[config.mk]
export PLATFORM = sky130hd
export DESIGN_NAME = swps_top
export DESIGN_NICKNAME = d
export VERILOG_FILES = /design/src/hw/swps_pkg.sv /design/src/hw/swps_top.sv
export SDC_FILE = /design/constraint.sdc
export NUM_CORES = 2
export LEC_CHECK = 0
export ABC_AREA = 1
export BUFFER_PORTS_ARGS = -buffer_cell sky130_fd_sc_hd__buf_2
export CAP_MARGIN = 15
export CORE_MARGIN = 2
export CORE_UTILIZATION = 35
export DETAILED_ROUTE_END_ITERATION = 7
export PLACE_DENSITY = 0.52
export SLEW_MARGIN = 20
export SYNTH_ARGS = -nofsm -noshare
export SYNTH_HDL_FRONTEND = slang
export SYNTH_SLANG_ARGS = --single-unit
[constraint.sdc]
create_clock -name clk_sys -period 46.7 [get_ports clk_sys]
set_clock_uncertainty 0.1 [all_clocks]
set_input_delay 4.67 -clock clk_sys [delete_from_list [all_inputs] [get_ports clk_sys]]
set_output_delay 4.67 -clock clk_sys [all_outputs]
set_load 0.02 [all_outputs]
[src/hw/swps_pkg.sv]
// package: register map, field positions, reset values and timing of the power sequencer
package swps_pkg;

    // ****************************************
    // register map (byte addresses)
    // ****************************************
    localparam int              ADDR_W       = 12;
    // word indices; a register's byte address is four times its index
    localparam logic [9:0]      IDX_CTRL     = 10'h000;
    localparam logic [9:0]      IDX_WAKE_LO  = 10'h004;
    localparam logic [9:0]      IDX_WAKE_HI  = 10'h008;
    localparam logic [9:0]      IDX_STATUS   = 10'h024;
    localparam logic [11:0]     OFF_CTRL     = {IDX_CTRL, 2'h0};
    localparam logic [11:0]     OFF_WAKE_LO  = {IDX_WAKE_LO, 2'h0};
    localparam logic [11:0]     OFF_WAKE_HI  = {IDX_WAKE_HI, 2'h0};
    localparam logic [11:0]     OFF_AWAKE    = 12'h00C;
    localparam logic [11:0]     OFF_LEVEL    = 12'h014;
    localparam logic [11:0]     OFF_ASLEEP   = 12'h018;
    localparam logic [11:0]     OFF_STATUS   = {IDX_STATUS, 2'h0};
    localparam logic [1:0]      MEM_REGION   = 2'h1;     // addr[11:10]
    localparam logic [7:0]      MEM_LAST_IDX = 8'h7F;    // retained bytes 0x00..0x7F
    localparam logic [7:0]      VALID_IDX    = 8'hFF;    // retained validity byte
    localparam int              MEM_BYTES    = 128;

    // ****************************************
    // general control fields
    // ****************************************
    localparam int              B_SLEEP_CLK  = 0;
    localparam int              B_SLEEP_GO   = 1;
    localparam int              B_PIN_EN     = 2;
    localparam int              B_PIN_POL    = 3;
    localparam int              B_TIMER_EN   = 4;
    localparam int              B_TIMER_64   = 5;
    localparam int              B_REAPPLY    = 6;
    localparam int              B_POR_LEVEL  = 7;
    localparam logic [7:0]      CTRL_RST     = 8'h08;
    localparam logic [7:0]      CTRL_STORED  = 8'hBD;    // bits 6 and 1 never stored

    // ****************************************
    // power word fields (status layout)
    // ****************************************
    localparam logic [31:0]     PWR_MASK     = 32'h0000_4333;
    localparam logic [31:0]     PWR_CORE_ANA = 32'h0000_0003;
    localparam logic [31:0]     PWR_ALL_ON   = 32'h0000_0033;
    localparam logic [31:0]     PWR_CLK_OFF  = 32'h0000_4000;
    localparam logic [31:0]     AWAKE_RST    = 32'h0000_0033;
    localparam logic [31:0]     ASLEEP_RST   = 32'h0000_4000;
    localparam logic [5:0]      PREV_MASK    = 6'h33;
    localparam logic [5:0]      PREV_RST     = 6'h02;    // analogue converter was on
    localparam int              B_STATE_LO   = 16;
    localparam int              B_PREV_LO    = 24;
    localparam logic [7:0]      POR_LEVEL    = 8'h80;    // arbitrary power-on level code

    // ****************************************
    // timing
    // ****************************************
    localparam int              CLK_PERIOD_PS = 5000;
    localparam int              STEP_TIME_NS  = 100;
    localparam int              STEP_CYCLES   =
        (STEP_TIME_NS * 1000 + CLK_PERIOD_PS - 1) / CLK_PERIOD_PS;
    localparam logic [7:0]      STEP_LAST     = 8'(STEP_CYCLES - 1);

    localparam logic [1:0]      RESP_OKAY    = 2'h0;
    localparam logic [1:0]      RESP_SLVERR  = 2'h2;

    typedef enum logic [2:0] {
        ST_RESET, ST_ASLEEP, ST_WAKING1, ST_WAKING2,
        ST_AWAKE_WAIT, ST_AWAKE, ST_SLEEPING1, ST_SLEEPING2
    } swps_state_t;

endpackage

[src/hw/swps_top.sv]
// design: sleep and wake power sequencer with an AXI4-Lite register slave
//
// The AXI4-Lite register port was chosen for this implementation.
`timescale 1ns/1ps
`default_nettype none

module swps_top (
    input  wire logic                        clk_sys,
    input  wire logic                        arst_n,
    input  wire logic [swps_pkg::ADDR_W-1:0] s_axi_awaddr,
    input  wire logic                        s_axi_awvalid,
    output logic                             s_axi_awready,
    input  wire logic [31:0]                 s_axi_wdata,
    input  wire logic [3:0]                  s_axi_wstrb,
    input  wire logic                        s_axi_wvalid,
    output logic                             s_axi_wready,
    output logic [1:0]                       s_axi_bresp,
    output logic                             s_axi_bvalid,
    input  wire logic                        s_axi_bready,
    input  wire logic [swps_pkg::ADDR_W-1:0] s_axi_araddr,
    input  wire logic                        s_axi_arvalid,
    output logic                             s_axi_arready,
    output logic [31:0]                      s_axi_rdata,
    output logic [1:0]                       s_axi_rresp,
    output logic                             s_axi_rvalid,
    input  wire logic                        s_axi_rready,
    input  wire logic                        wake_pin,
    output logic                             io_supply_output_en,
    output logic                             pll_linear_regulator_en,
    output logic                             analogue_converter_en,
    output logic                             core_converter_en,
    output logic                             analogue_converter_pfm,
    output logic                             core_converter_pfm,
    output logic                             tile_clock_off,
    output logic                             sleep_clock_default,
    output logic [7:0]                       supply_level
);
    import swps_pkg::*;

    typedef struct packed {
        logic                    awready;
        logic                    wready;
        logic                    bvalid;
        logic [1:0]              bresp;
        logic                    aw_have;
        logic                    w_have;
        logic [ADDR_W-1:0]       waddr;
        logic [31:0]             wdata;
        logic [3:0]              wstrb;
        logic                    arready;
        logic                    rvalid;
        logic [1:0]              rresp;
        logic [31:0]             rdata;
        logic [7:0]              ctrl;
        logic                    sleep_go;
        logic                    reapply;
        logic [31:0]             wake_lo;
        logic [31:0]             wake_hi;
        logic [31:0]             awake_cfg;
        logic [31:0]             asleep_cfg;
        logic [7:0]              level;
        logic [7:0]              level_out;
        swps_state_t             state;
        logic [7:0]              step;
        logic [31:0]             applied;
        logic [5:0]              prev;
        logic [63:0]             timer;
        logic                    pin_s1;
        logic                    pin_s2;
        logic                    sclk_def;
        logic [MEM_BYTES*8-1:0]  mem;
        logic [7:0]              mem_valid;
    } swps_regs_t;

    // ****************************************
    // reset release
    // ****************************************
    logic [1:0] rst_q;
    logic       rst_n;

    // assert asynchronously, release on the second clock edge
    always_ff @(posedge clk_sys or negedge arst_n) begin
        if (!arst_n) begin
            rst_q <= 2'h0;
        end else begin
            rst_q <= {rst_q[0], 1'b1};
        end
    end
    assign rst_n = rst_q[1];

    // ****************************************
    // helpers
    // ****************************************
    // byte-lane merge of a write into a 32-bit register
    function automatic logic [31:0] merge(input logic [31:0] old,
                                          input logic [31:0] wd,
                                          input logic [3:0]  st);
        logic [31:0] v;
        v = old;
        for (int i = 0; i < 4; i++) begin
            if (st[i]) begin
                v[i*8 +: 8] = wd[i*8 +: 8];
            end
        end
        return v;
    endfunction

    // supply pattern driven while passing through each state except ST_AWAKE, which takes awake_cfg instead
    function automatic logic [31:0] pwr_for(input swps_state_t s,
                                            input logic [31:0] asl);
        logic [31:0] v;
        case (s)
            ST_ASLEEP:     v = asl & PWR_MASK;
            ST_WAKING1:    v = PWR_CORE_ANA;
            ST_WAKING2:    v = PWR_ALL_ON;
            ST_AWAKE_WAIT: v = PWR_ALL_ON;
            ST_SLEEPING1:  v = PWR_ALL_ON | PWR_CLK_OFF;
            ST_SLEEPING2:  v = PWR_CORE_ANA | PWR_CLK_OFF;
            default:       v = 32'h0000_0000;
        endcase
        return v;
    endfunction

    // memory-region decode: index of a retained byte, or the validity byte
    function automatic logic in_mem(input logic [ADDR_W-1:0] a);
        return a[11:10] == MEM_REGION && a[1:0] == 2'h0;
    endfunction

    swps_regs_t r;
    swps_regs_t n;
    logic       pin_hit;
    logic       timer_hit;
    logic       step_done;
    logic [7:0] ridx;
    logic [7:0] widx;

    // ****************************************
    // wake conditions
    // ****************************************
    // only the second synchroniser stage is looked at
    assign pin_hit   = r.ctrl[B_PIN_EN]
                     && (r.pin_s2 == r.ctrl[B_PIN_POL]);
    // high word joins only in 64-bit mode; compared in every state, acted on only while asleep
    assign timer_hit = r.ctrl[B_TIMER_EN] && (r.ctrl[B_TIMER_64]
                     ? r.timer >= {r.wake_hi, r.wake_lo}
                     : r.timer[31:0] >= r.wake_lo);
    assign step_done = r.step == STEP_LAST;
    assign ridx      = s_axi_araddr[9:2];
    assign widx      = r.waddr[9:2];

    // ****************************************
    // next-state logic
    // ****************************************
    always_comb begin
        n = r;
        n.pin_s1   = wake_pin;
        n.pin_s2   = r.pin_s1;
        n.timer    = r.timer + 64'h1;
        n.sleep_go = 1'b0;
        n.reapply  = 1'b0;

        // write address and data are taken independently, in any order
        if (r.awready && s_axi_awvalid) begin
            n.aw_have = 1'b1;
            n.waddr   = s_axi_awaddr;
        end
        if (r.wready && s_axi_wvalid) begin
            n.w_have = 1'b1;
            n.wdata  = s_axi_wdata;
            n.wstrb  = s_axi_wstrb;
        end
        if (r.bvalid && s_axi_bready) begin
            n.bvalid = 1'b0;
        end
        if (r.aw_have && r.w_have && !r.bvalid) begin
            n.aw_have = 1'b0;
            n.w_have  = 1'b0;
            n.bvalid  = 1'b1;
            n.bresp   = RESP_OKAY;
            if (in_mem(r.waddr) && widx <= MEM_LAST_IDX) begin
                if (r.wstrb[0]) begin
                    n.mem[widx[6:0]*8 +: 8] = r.wdata[7:0];
                end
            end else if (in_mem(r.waddr) && widx == VALID_IDX) begin
                if (r.wstrb[0]) begin
                    n.mem_valid = r.wdata[7:0];
                end
            end else begin
                case (r.waddr)
                    OFF_CTRL: begin
                        if (r.wstrb[0]) begin
                            // one-shot bits are pulses, never stored
                            n.ctrl     = r.wdata[7:0] & CTRL_STORED;
                            n.sleep_go = r.wdata[B_SLEEP_GO];
                            n.reapply  = r.wdata[B_REAPPLY];
                        end
                    end
                    OFF_WAKE_LO: n.wake_lo = merge(r.wake_lo, r.wdata, r.wstrb);
                    OFF_WAKE_HI: n.wake_hi = merge(r.wake_hi, r.wdata, r.wstrb);
                    OFF_AWAKE: begin
                        n.awake_cfg = merge(r.awake_cfg, r.wdata, r.wstrb) & PWR_MASK;
                    end
                    OFF_ASLEEP: begin
                        n.asleep_cfg = merge(r.asleep_cfg, r.wdata, r.wstrb) & PWR_MASK;
                    end
                    OFF_LEVEL: begin
                        if (r.wstrb[0]) begin
                            n.level = r.wdata[7:0];
                        end
                    end
                    OFF_STATUS: n.bresp = RESP_OKAY;     // read-only, write ignored
                    default:    n.bresp = RESP_SLVERR;
                endcase
            end
        end
        n.awready = !n.aw_have && !n.bvalid;
        n.wready  = !n.w_have && !n.bvalid;

        // read channel: one read in flight, data held until rready
        if (r.rvalid && s_axi_rready) begin
            n.rvalid = 1'b0;
        end
        if (r.arready && s_axi_arvalid) begin
            n.rvalid = 1'b1;
            n.rresp  = RESP_OKAY;
            n.rdata  = 32'h0000_0000;
            if (in_mem(s_axi_araddr) && ridx <= MEM_LAST_IDX) begin
                n.rdata[7:0] = r.mem[ridx[6:0]*8 +: 8];
            end else if (in_mem(s_axi_araddr) && ridx == VALID_IDX) begin
                n.rdata[7:0] = r.mem_valid;
            end else begin
                case (s_axi_araddr)
                    OFF_CTRL:    n.rdata[7:0] = r.ctrl;
                    OFF_WAKE_LO: n.rdata = r.wake_lo;
                    OFF_WAKE_HI: n.rdata = r.wake_hi;
                    OFF_AWAKE:   n.rdata = r.awake_cfg;
                    OFF_ASLEEP:  n.rdata = r.asleep_cfg;
                    OFF_LEVEL:   n.rdata[7:0] = r.level;
                    OFF_STATUS: begin
                        n.rdata = r.applied;
                        n.rdata[B_STATE_LO +: 3] = r.state;
                        n.rdata[B_PREV_LO +: 6]  = r.prev;
                    end
                    default: n.rresp = RESP_SLVERR;
                endcase
            end
        end
        n.arready = !n.rvalid;

        // sequencer: each intermediate state dwells one step time
        n.step = step_done ? 8'h00 : r.step + 8'h01;
        case (r.state)
            ST_RESET: begin
                if (step_done) begin
                    n.state = ST_WAKING1;
                end
            end
            ST_ASLEEP: begin
                n.step = 8'h00;
                if (pin_hit || timer_hit) begin
                    n.state = ST_WAKING1;
                end
            end
            ST_WAKING1: begin
                if (step_done) begin
                    n.state = ST_WAKING2;
                end
            end
            ST_WAKING2: begin
                if (step_done) begin
                    n.state = ST_AWAKE_WAIT;
                end
            end
            ST_AWAKE_WAIT: begin
                if (step_done) begin
                    n.state = ST_AWAKE;
                end
            end
            ST_AWAKE: begin
                n.step = 8'h00;
                if (r.sleep_go) begin
                    n.state = ST_SLEEPING1;
                end else if (r.reapply) begin
                    n.applied = r.awake_cfg;
                end
            end
            ST_SLEEPING1: begin
                if (step_done) begin
                    n.state = ST_SLEEPING2;
                end
            end
            ST_SLEEPING2: begin
                if (step_done) begin
                    n.state = ST_ASLEEP;
                end
            end
            default: n.state = ST_RESET;
        endcase

        // on every change the old enables become the previous-state report
        if (n.state != r.state) begin
            n.prev    = r.applied[5:0] & PREV_MASK;
            n.applied = (n.state == ST_AWAKE) ? r.awake_cfg
                      : pwr_for(n.state, r.asleep_cfg);
            n.step    = 8'h00;
        end
        // level is chosen once, as the wake sequence begins
        if (n.state == ST_WAKING1 && r.state != ST_WAKING1) begin
            n.level_out = r.ctrl[B_POR_LEVEL] ? POR_LEVEL : r.level;
        end
        // outside the asleep state the default clock always runs
        n.sclk_def = (n.state == ST_ASLEEP) ? n.ctrl[B_SLEEP_CLK]
                                            : 1'b1;
    end

    // ****************************************
    // state register
    // ****************************************
    // retained bytes clear only on the external reset, not on sleep
    always_ff @(posedge clk_sys or negedge rst_n) begin
        if (!rst_n) begin
            r            <= '0;
            r.ctrl       <= CTRL_RST;
            r.awake_cfg  <= AWAKE_RST;
            r.asleep_cfg <= ASLEEP_RST;
            r.level      <= POR_LEVEL;
            r.level_out  <= POR_LEVEL;
            r.prev       <= PREV_RST;
            r.state      <= ST_RESET;
            r.sclk_def   <= 1'b1;
        end else begin
            r <= n;
        end
    end

    // ****************************************
    // outputs
    // ****************************************
    assign s_axi_awready           = r.awready;
    assign s_axi_wready            = r.wready;
    assign s_axi_bvalid            = r.bvalid;
    assign s_axi_bresp             = r.bresp;
    assign s_axi_arready           = r.arready;
    assign s_axi_rvalid            = r.rvalid;
    assign s_axi_rresp             = r.rresp;
    assign s_axi_rdata             = r.rdata;
    assign io_supply_output_en     = r.applied[5];
    assign pll_linear_regulator_en = r.applied[4];
    assign analogue_converter_en   = r.applied[1];
    assign core_converter_en       = r.applied[0];
    assign analogue_converter_pfm  = r.applied[9];
    assign core_converter_pfm      = r.applied[8];
    assign tile_clock_off          = r.applied[14];
    assign sleep_clock_default     = r.sclk_def;
    assign supply_level            = r.level_out;
endmodule

`default_nettype wire

Word level (Yosys, flattened, before mapping)
Index checks and enable logic that the tools add are counted.
{"block": "totals", "register_bits": 1341, "latchBits": 0, "mem_bits_rw": 0, "rom_bits": 0, "in_bits": 68, "out_inout_bits": 57, "wordCells": 201, "memories": 0}
{"block": "classes", "n_addsub": 3, "multipliers": 0, "div": 0, "n_lt_le_gt_ge": 4, "n_eq_ne": 35, "shifts": 3, "n_mux": 60, "bitwise": 2, "reduce_logical": 52}
{"op": "bitwise mux 1024 bit", "n": 1}
{"op": "variable shift 8 x 34 -> 1024 bit, first input constant", "n": 1}
{"op": "variable part select 1024 x 11 -> 8 bit", "n": 1}
{"op": "variable part select 8 x 34 -> 1024 bit", "n": 1}
{"op": "two-way mux 139 bit", "n": 3}
{"op": "two-way mux 32 bit", "n": 6}
{"op": "two-way mux 8 bit", "n": 15}
{"op": "case mux 24 bit (5 select lines)", "n": 1}
{"op": "case mux 15 bit (5 select lines)", "n": 1}
{"op": "== test 12 x 5 -> 1 bit, second input constant", "n": 6}
{"op": "AND reduction 5 bit", "n": 14}
{"op": "adder 64 x 1 -> 64 bit, second input constant", "n": 1}
{"op": "greater-or-equal comparator 64 bit", "n": 1}
{"op": "case mux 8 bit (7 select lines)", "n": 1}
{"op": "two-way mux 26 bit", "n": 2}
{"op": "two-way mux 46 bit", "n": 1}
{"op": "two-way mux 35 bit", "n": 1}
{"op": "negation 10 -> 34 bit", "n": 1}
{"op": "greater-or-equal comparator 32 bit", "n": 1}
{"op": "two-way mux 15 bit", "n": 2}
{"op": "two-way mux 3 bit", "n": 10}
{"op": "== test 12 x 4 -> 1 bit, second input constant", "n": 2}
{"op": "== test 12 x 6 -> 1 bit, second input constant", "n": 2}
{"op": "== test 12 x 8 -> 1 bit, second input constant", "n": 2}
{"op": "other kinds (30)", "n": 82}

Longest topological paths before layout
{"block": "logic_depth", "depth_word": 11, "depth_mapped": 26, "depth_no_buf": 26}

Worst setup path before layout
Ideal clock, no wire load.
{"block": "synth_timing", "path_kind": "input-to-reg", "start": "input port s_axi_araddr[3] (netlist name)", "end": "register r, in the netlist s_axi_rdata[5]", "setup_ns": 0.069, "arrival_time_ns": 6.444, "t_required_ns": 46.531, "path_slack_ns": 40.088, "stages": 11, "n_path_buf": 4, "cell_sequence": "clkbuf_1 -> nor2_1 -> buf_2 -> clkbuf_1 -> clkbuf_1 -> a22oi_1 -> a21oi_1 -> nor4_1 -> o2111ai_1 -> nand3_1 -> nand3_1"}
{"block": "synth_via", "elab_chain_len": 4, "word_cells_on_any_way": 15, "classes_between": "order compare (1); eq/ne (7); shift (1); mux (3); reduce/logical (3)"}
{"item": "start: declaration", "line": "swps_top.sv:20", "rtl": "input wire logic [swps_pkg::ADDR_W-1:0] s_axi_araddr,"}
{"item": "parallel branches: the longest is 3 deep, another holds variable part select 1024 x 11 -> 8 bit"}
{"item": "two-way mux 8 bit *", "line": "swps_top.sv:227", "rtl": "if (in_mem(s_axi_araddr) && ridx <= MEM_LAST_IDX) begin"}
{"item": "end signal: assignment", "line": "swps_top.sv:332", "rtl": "r <= n;"}
{"item": "end: declaration", "line": "swps_top.sv:129", "rtl": "swps_regs_t r;"}
Mark *: on every way between the ends.
A chain may end at the register's enable or synchronous reset.

Worst setup path after layout
{"block": "layout_timing", "start": "input port s_axi_araddr[2] (netlist name)", "end": "register r, in the netlist s_axi_rdata[2]"}
Same word-level chain as after synthesis.

==> impl_metrics.env <==
export IMPL_crit_fanout=62
export IMPL_synth_cell_type_count=57
export IMPL_dr_pass1_iters=7
export IMPL_hold_class="flip-flop to async pin"
export IMPL_cts_made_buffers=158
export IMPL_hpwl_mm=220.0
export IMPL_synth_seq_cells=1314
export IMPL_drive_gt1_share_pct=8.953
export IMPL_drc=0
export IMPL_root_buffer="clkbuf_16"
export IMPL_ant_nets=0
export IMPL_slew_violations=0
export IMPL_cp_end_kind="flip-flop"
export IMPL_slew_headroom_pct=17.60
export IMPL_status="completed"
export IMPL_core_area_sq_um=187400
export IMPL_synth_area_sq_um=65890
export IMPL_hold_viol_final=0
export IMPL_grt_pass1_wl_mm=455.6
export IMPL_layout_commonest_cell="nand2_1"
export IMPL_ctsLongestPathBuffers=3
export IMPL_htreeDepth=4
export IMPL_maxCapViolCount=0
export IMPL_crit_type="input port to flip-flop"
export IMPL_final_cell_mix="nand2_1, dfrtp_1, o21ai_0"
export IMPL_place_gp_congestion=1.029
export IMPL_synthToLayoutAreaGrowth_pct=11.93
export IMPL_ir_drop_uv=78.38
export IMPL_dieArea_sq_um=191700
export IMPL_cts_tree="done"
export IMPL_drt_total_wl_mm=321.7
export IMPL_worst_slew_pin_slew_ps=1235
export IMPL_seq_area_frac_synth_pct=49.92
export IMPL_grt_pass1_vias=58300
export IMPL_regArea_sq_um=32900
export IMPL_syn_inst=7855
export IMPL_fmax_mhz=118.7
export IMPL_rows=159
export IMPL_die_w_um=437.9
export IMPL_min_period_ps=8426
export IMPL_viasPerCell=6.091
export IMPL_dominantRegCellSynth="dfrtp_1"
export IMPL_p_leak_nw=29.14
export IMPL_insertion_delay_ps=840
export IMPL_initial_core_util_pct=35.16
export IMPL_die_h_um=437.9
export IMPL_clk_pin_slew_worst_paths_ps=60
export IMPL_drtIter0Drc=9159
export IMPL_track_usage_pct=32.88
export IMPL_cp_arrival_ps=9090
export IMPL_io_buffers=122
export IMPL_place_inst=9970
export IMPL_dr_total_vias=62540
export IMPL_grt_overflow=0
export IMPL_synth_edf_count=0
export IMPL_ctsResizeCount=0
export IMPL_nNetsFinal=7776
export IMPL_setup_violations=0
export IMPL_wire_per_inst_um=31.33
export IMPL_crit_required_ps=47370
export IMPL_cp_start_kind="input port"
export IMPL_multi_input_area_sq_um=29330
export IMPL_yosysWarnings=0
export IMPL_async_reset_ff_share_pct=100.0
export IMPL_rsz0062_at_grt="no"
export IMPL_grt_max_degree=180
export IMPL_holdBufCountCts=0
export IMPL_finalCritPeriodShare_pct=18.04
export IMPL_ioPinCount=125
export IMPL_avgSynthCellArea_sq_um=8.388
export IMPL_finalSetupTns_ps=0
export IMPL_post_cts_buffers=0
export IMPL_grt_antenna_before_repair=26
export IMPL_clock_sink_count=1314
export IMPL_n_fill_cell=19140
export IMPL_p_per_area_nw_per_um2=50.94
export IMPL_stdcell_count=10270
-- where the power goes --
| part | internal (mW) | switching (mW) |
|---|---|---|
| Clock | 0.732 | 0.542 |
| Combinational | 0.135 | 1.15 |
| Sequential | 1.17 | 0.0293 |
-- per-layer routing --
layer	routed length [um]	vias up	GRT usage [%]
met5	142	-	0
met4	17300	22	15.83
met3	37550	619	10.31
met2	130400	3631	45.30
met1	136300	31090	46.33
li1	-	27180	-
-- flip-flops by register name (all words and copies together), names as in the netlist, 2 cells and up --
signal,cells
rst_q,2
r,1256
supply_level,8
s_axi_rdata,32
-- synthesized netlist by cell type, types with 5 or more instances --
cell type | instances | area [sq um]
a211oi_1 | 8 | 60.06
a21oi_1 | 278 | 1391
a221oi_1 | 14 | 122.6
a22o_1 | 5 | 43.79
a22oi_1 | 495 | 3716
a31oi_1 | 6 | 37.54
buf_1 | 54 | 202.7
buf_2 | 146 | 730.7
buf_4 | 47 | 352.8
clkbuf_1 | 402 | 1509
clkinv_1 | 5 | 18.77
dfrtp_1 | 1304 | 32630
dfstp_2 | 10 | 262.8
ha_1 | 71 | 888.4
inv_1 | 287 | 1077
inv_2 | 29 | 108.9
nand2_1 | 2070 | 7770
nand2_2 | 13 | 81.33
nand3_1 | 193 | 965.9
nand4_1 | 440 | 2753
nor2_1 | 393 | 1475
nor3_1 | 91 | 455.4
nor3_2 | 14 | 140.1
nor4_1 | 69 | 431.7
nor4_2 | 14 | 175.2
o2111ai_1 | 8 | 70.07
o211ai_1 | 7 | 52.55
o21a_1 | 5 | 37.54
o21ai_0 | 700 | 3503
o21ai_1 | 272 | 1361
o22ai_1 | 29 | 181.4
o31ai_1 | 121 | 908.4
o41ai_1 | 128 | 1121
o41ai_2 | 16 | 260.3
or2_2 | 6 | 37.54
xnor2_1 | 19 | 166.4
xor2_1 | 47 | 411.6
-- layout make-up --
cell class                      instances  share of cell area (%)
Sequential cell                      1314                   44.61
Multi-Input combinational cell       5572                   39.77
Clock buffer                          225                   6.218
Tap cell                             2495                   4.233
Timing Repair Buffer                  270                   2.486
Inverter                              321                   1.692
Clock inverter                         61                  0.9620
Antenna cell                            9                 0.03054
-- path summary, 6_finish.rpt --
path	startpoint	endpoint	cells after the start	slack, ps
hold / removal	rst_q[1]$_DFF_PN0_	s_axi_wready$_DFF_PN0_	0	250
hold reg to reg	rst_q[1]$_DFF_PN0_	s_axi_wready$_DFF_PN0_	0	250
max in group asynchronous	rst_q[1]$_DFF_PN0_	r[690]$_DFFE_PN0P_	5	41480
setup reg to reg	r[1376]$_DFFE_PN0P_	r[380]$_DFFE_PN0P_	14	40450
setup / recovery	s_axi_araddr[2]	s_axi_rdata[2]$_DFFE_PN0P_	14	38270
min in group clk_sys	rst_q[0]$_DFF_PN0_	rst_q[1]$_DFF_PN0_	0	250
-- critical path, cell delays in order --
cell	delay, ps
buf_2	310
inv_1	220
nor2_4	630
buf_4	780
buf_4	820
a22oi_1	170
a21oi_1	500
or2_2	210
o31ai_1	80
o211ai_1	170
o22ai_1	110
nand2_1	80
nand3_1	80
nand2_1	100
-- per-stage QoR --
stage	setup slack (ps)	hold WS, ps	util, %	area, sq um	power (mW)
after floorplan	7278	231.2	-	65890	1.878
after global placement	37630	235.6	36.49	68380	2.453
after detailed placement	37620	239.7	36.50	68400	2.450
after CTS	38500	251.8	39.32	73690	3.721
after global routing	38220	274.1	39.34	73730	3.833
final	38270	246.1	39.35	73740	3.756
-- cells by family (layout without fill, tap and decap cells) --
group / Yosys count / after routing / synth area share [%]
AOI/OAI and AO/OA: 2106 / 2106 / 19.71
xor gates and xnor gates: 66 / 66 / 0.8773
adders and majority gates: 71 / 71 / 1.348
buffers and inverters: 970 / 877 / 6.071
DFF: 1314 / 1314 / 49.92
muxes: 2 / 2 / 0.03418
other: 2 / 12 / 0.01140
and+or+nand+nor: 3324 / 3324 / 22.02
Note: power is estimated with default switching activity, not from simulation.
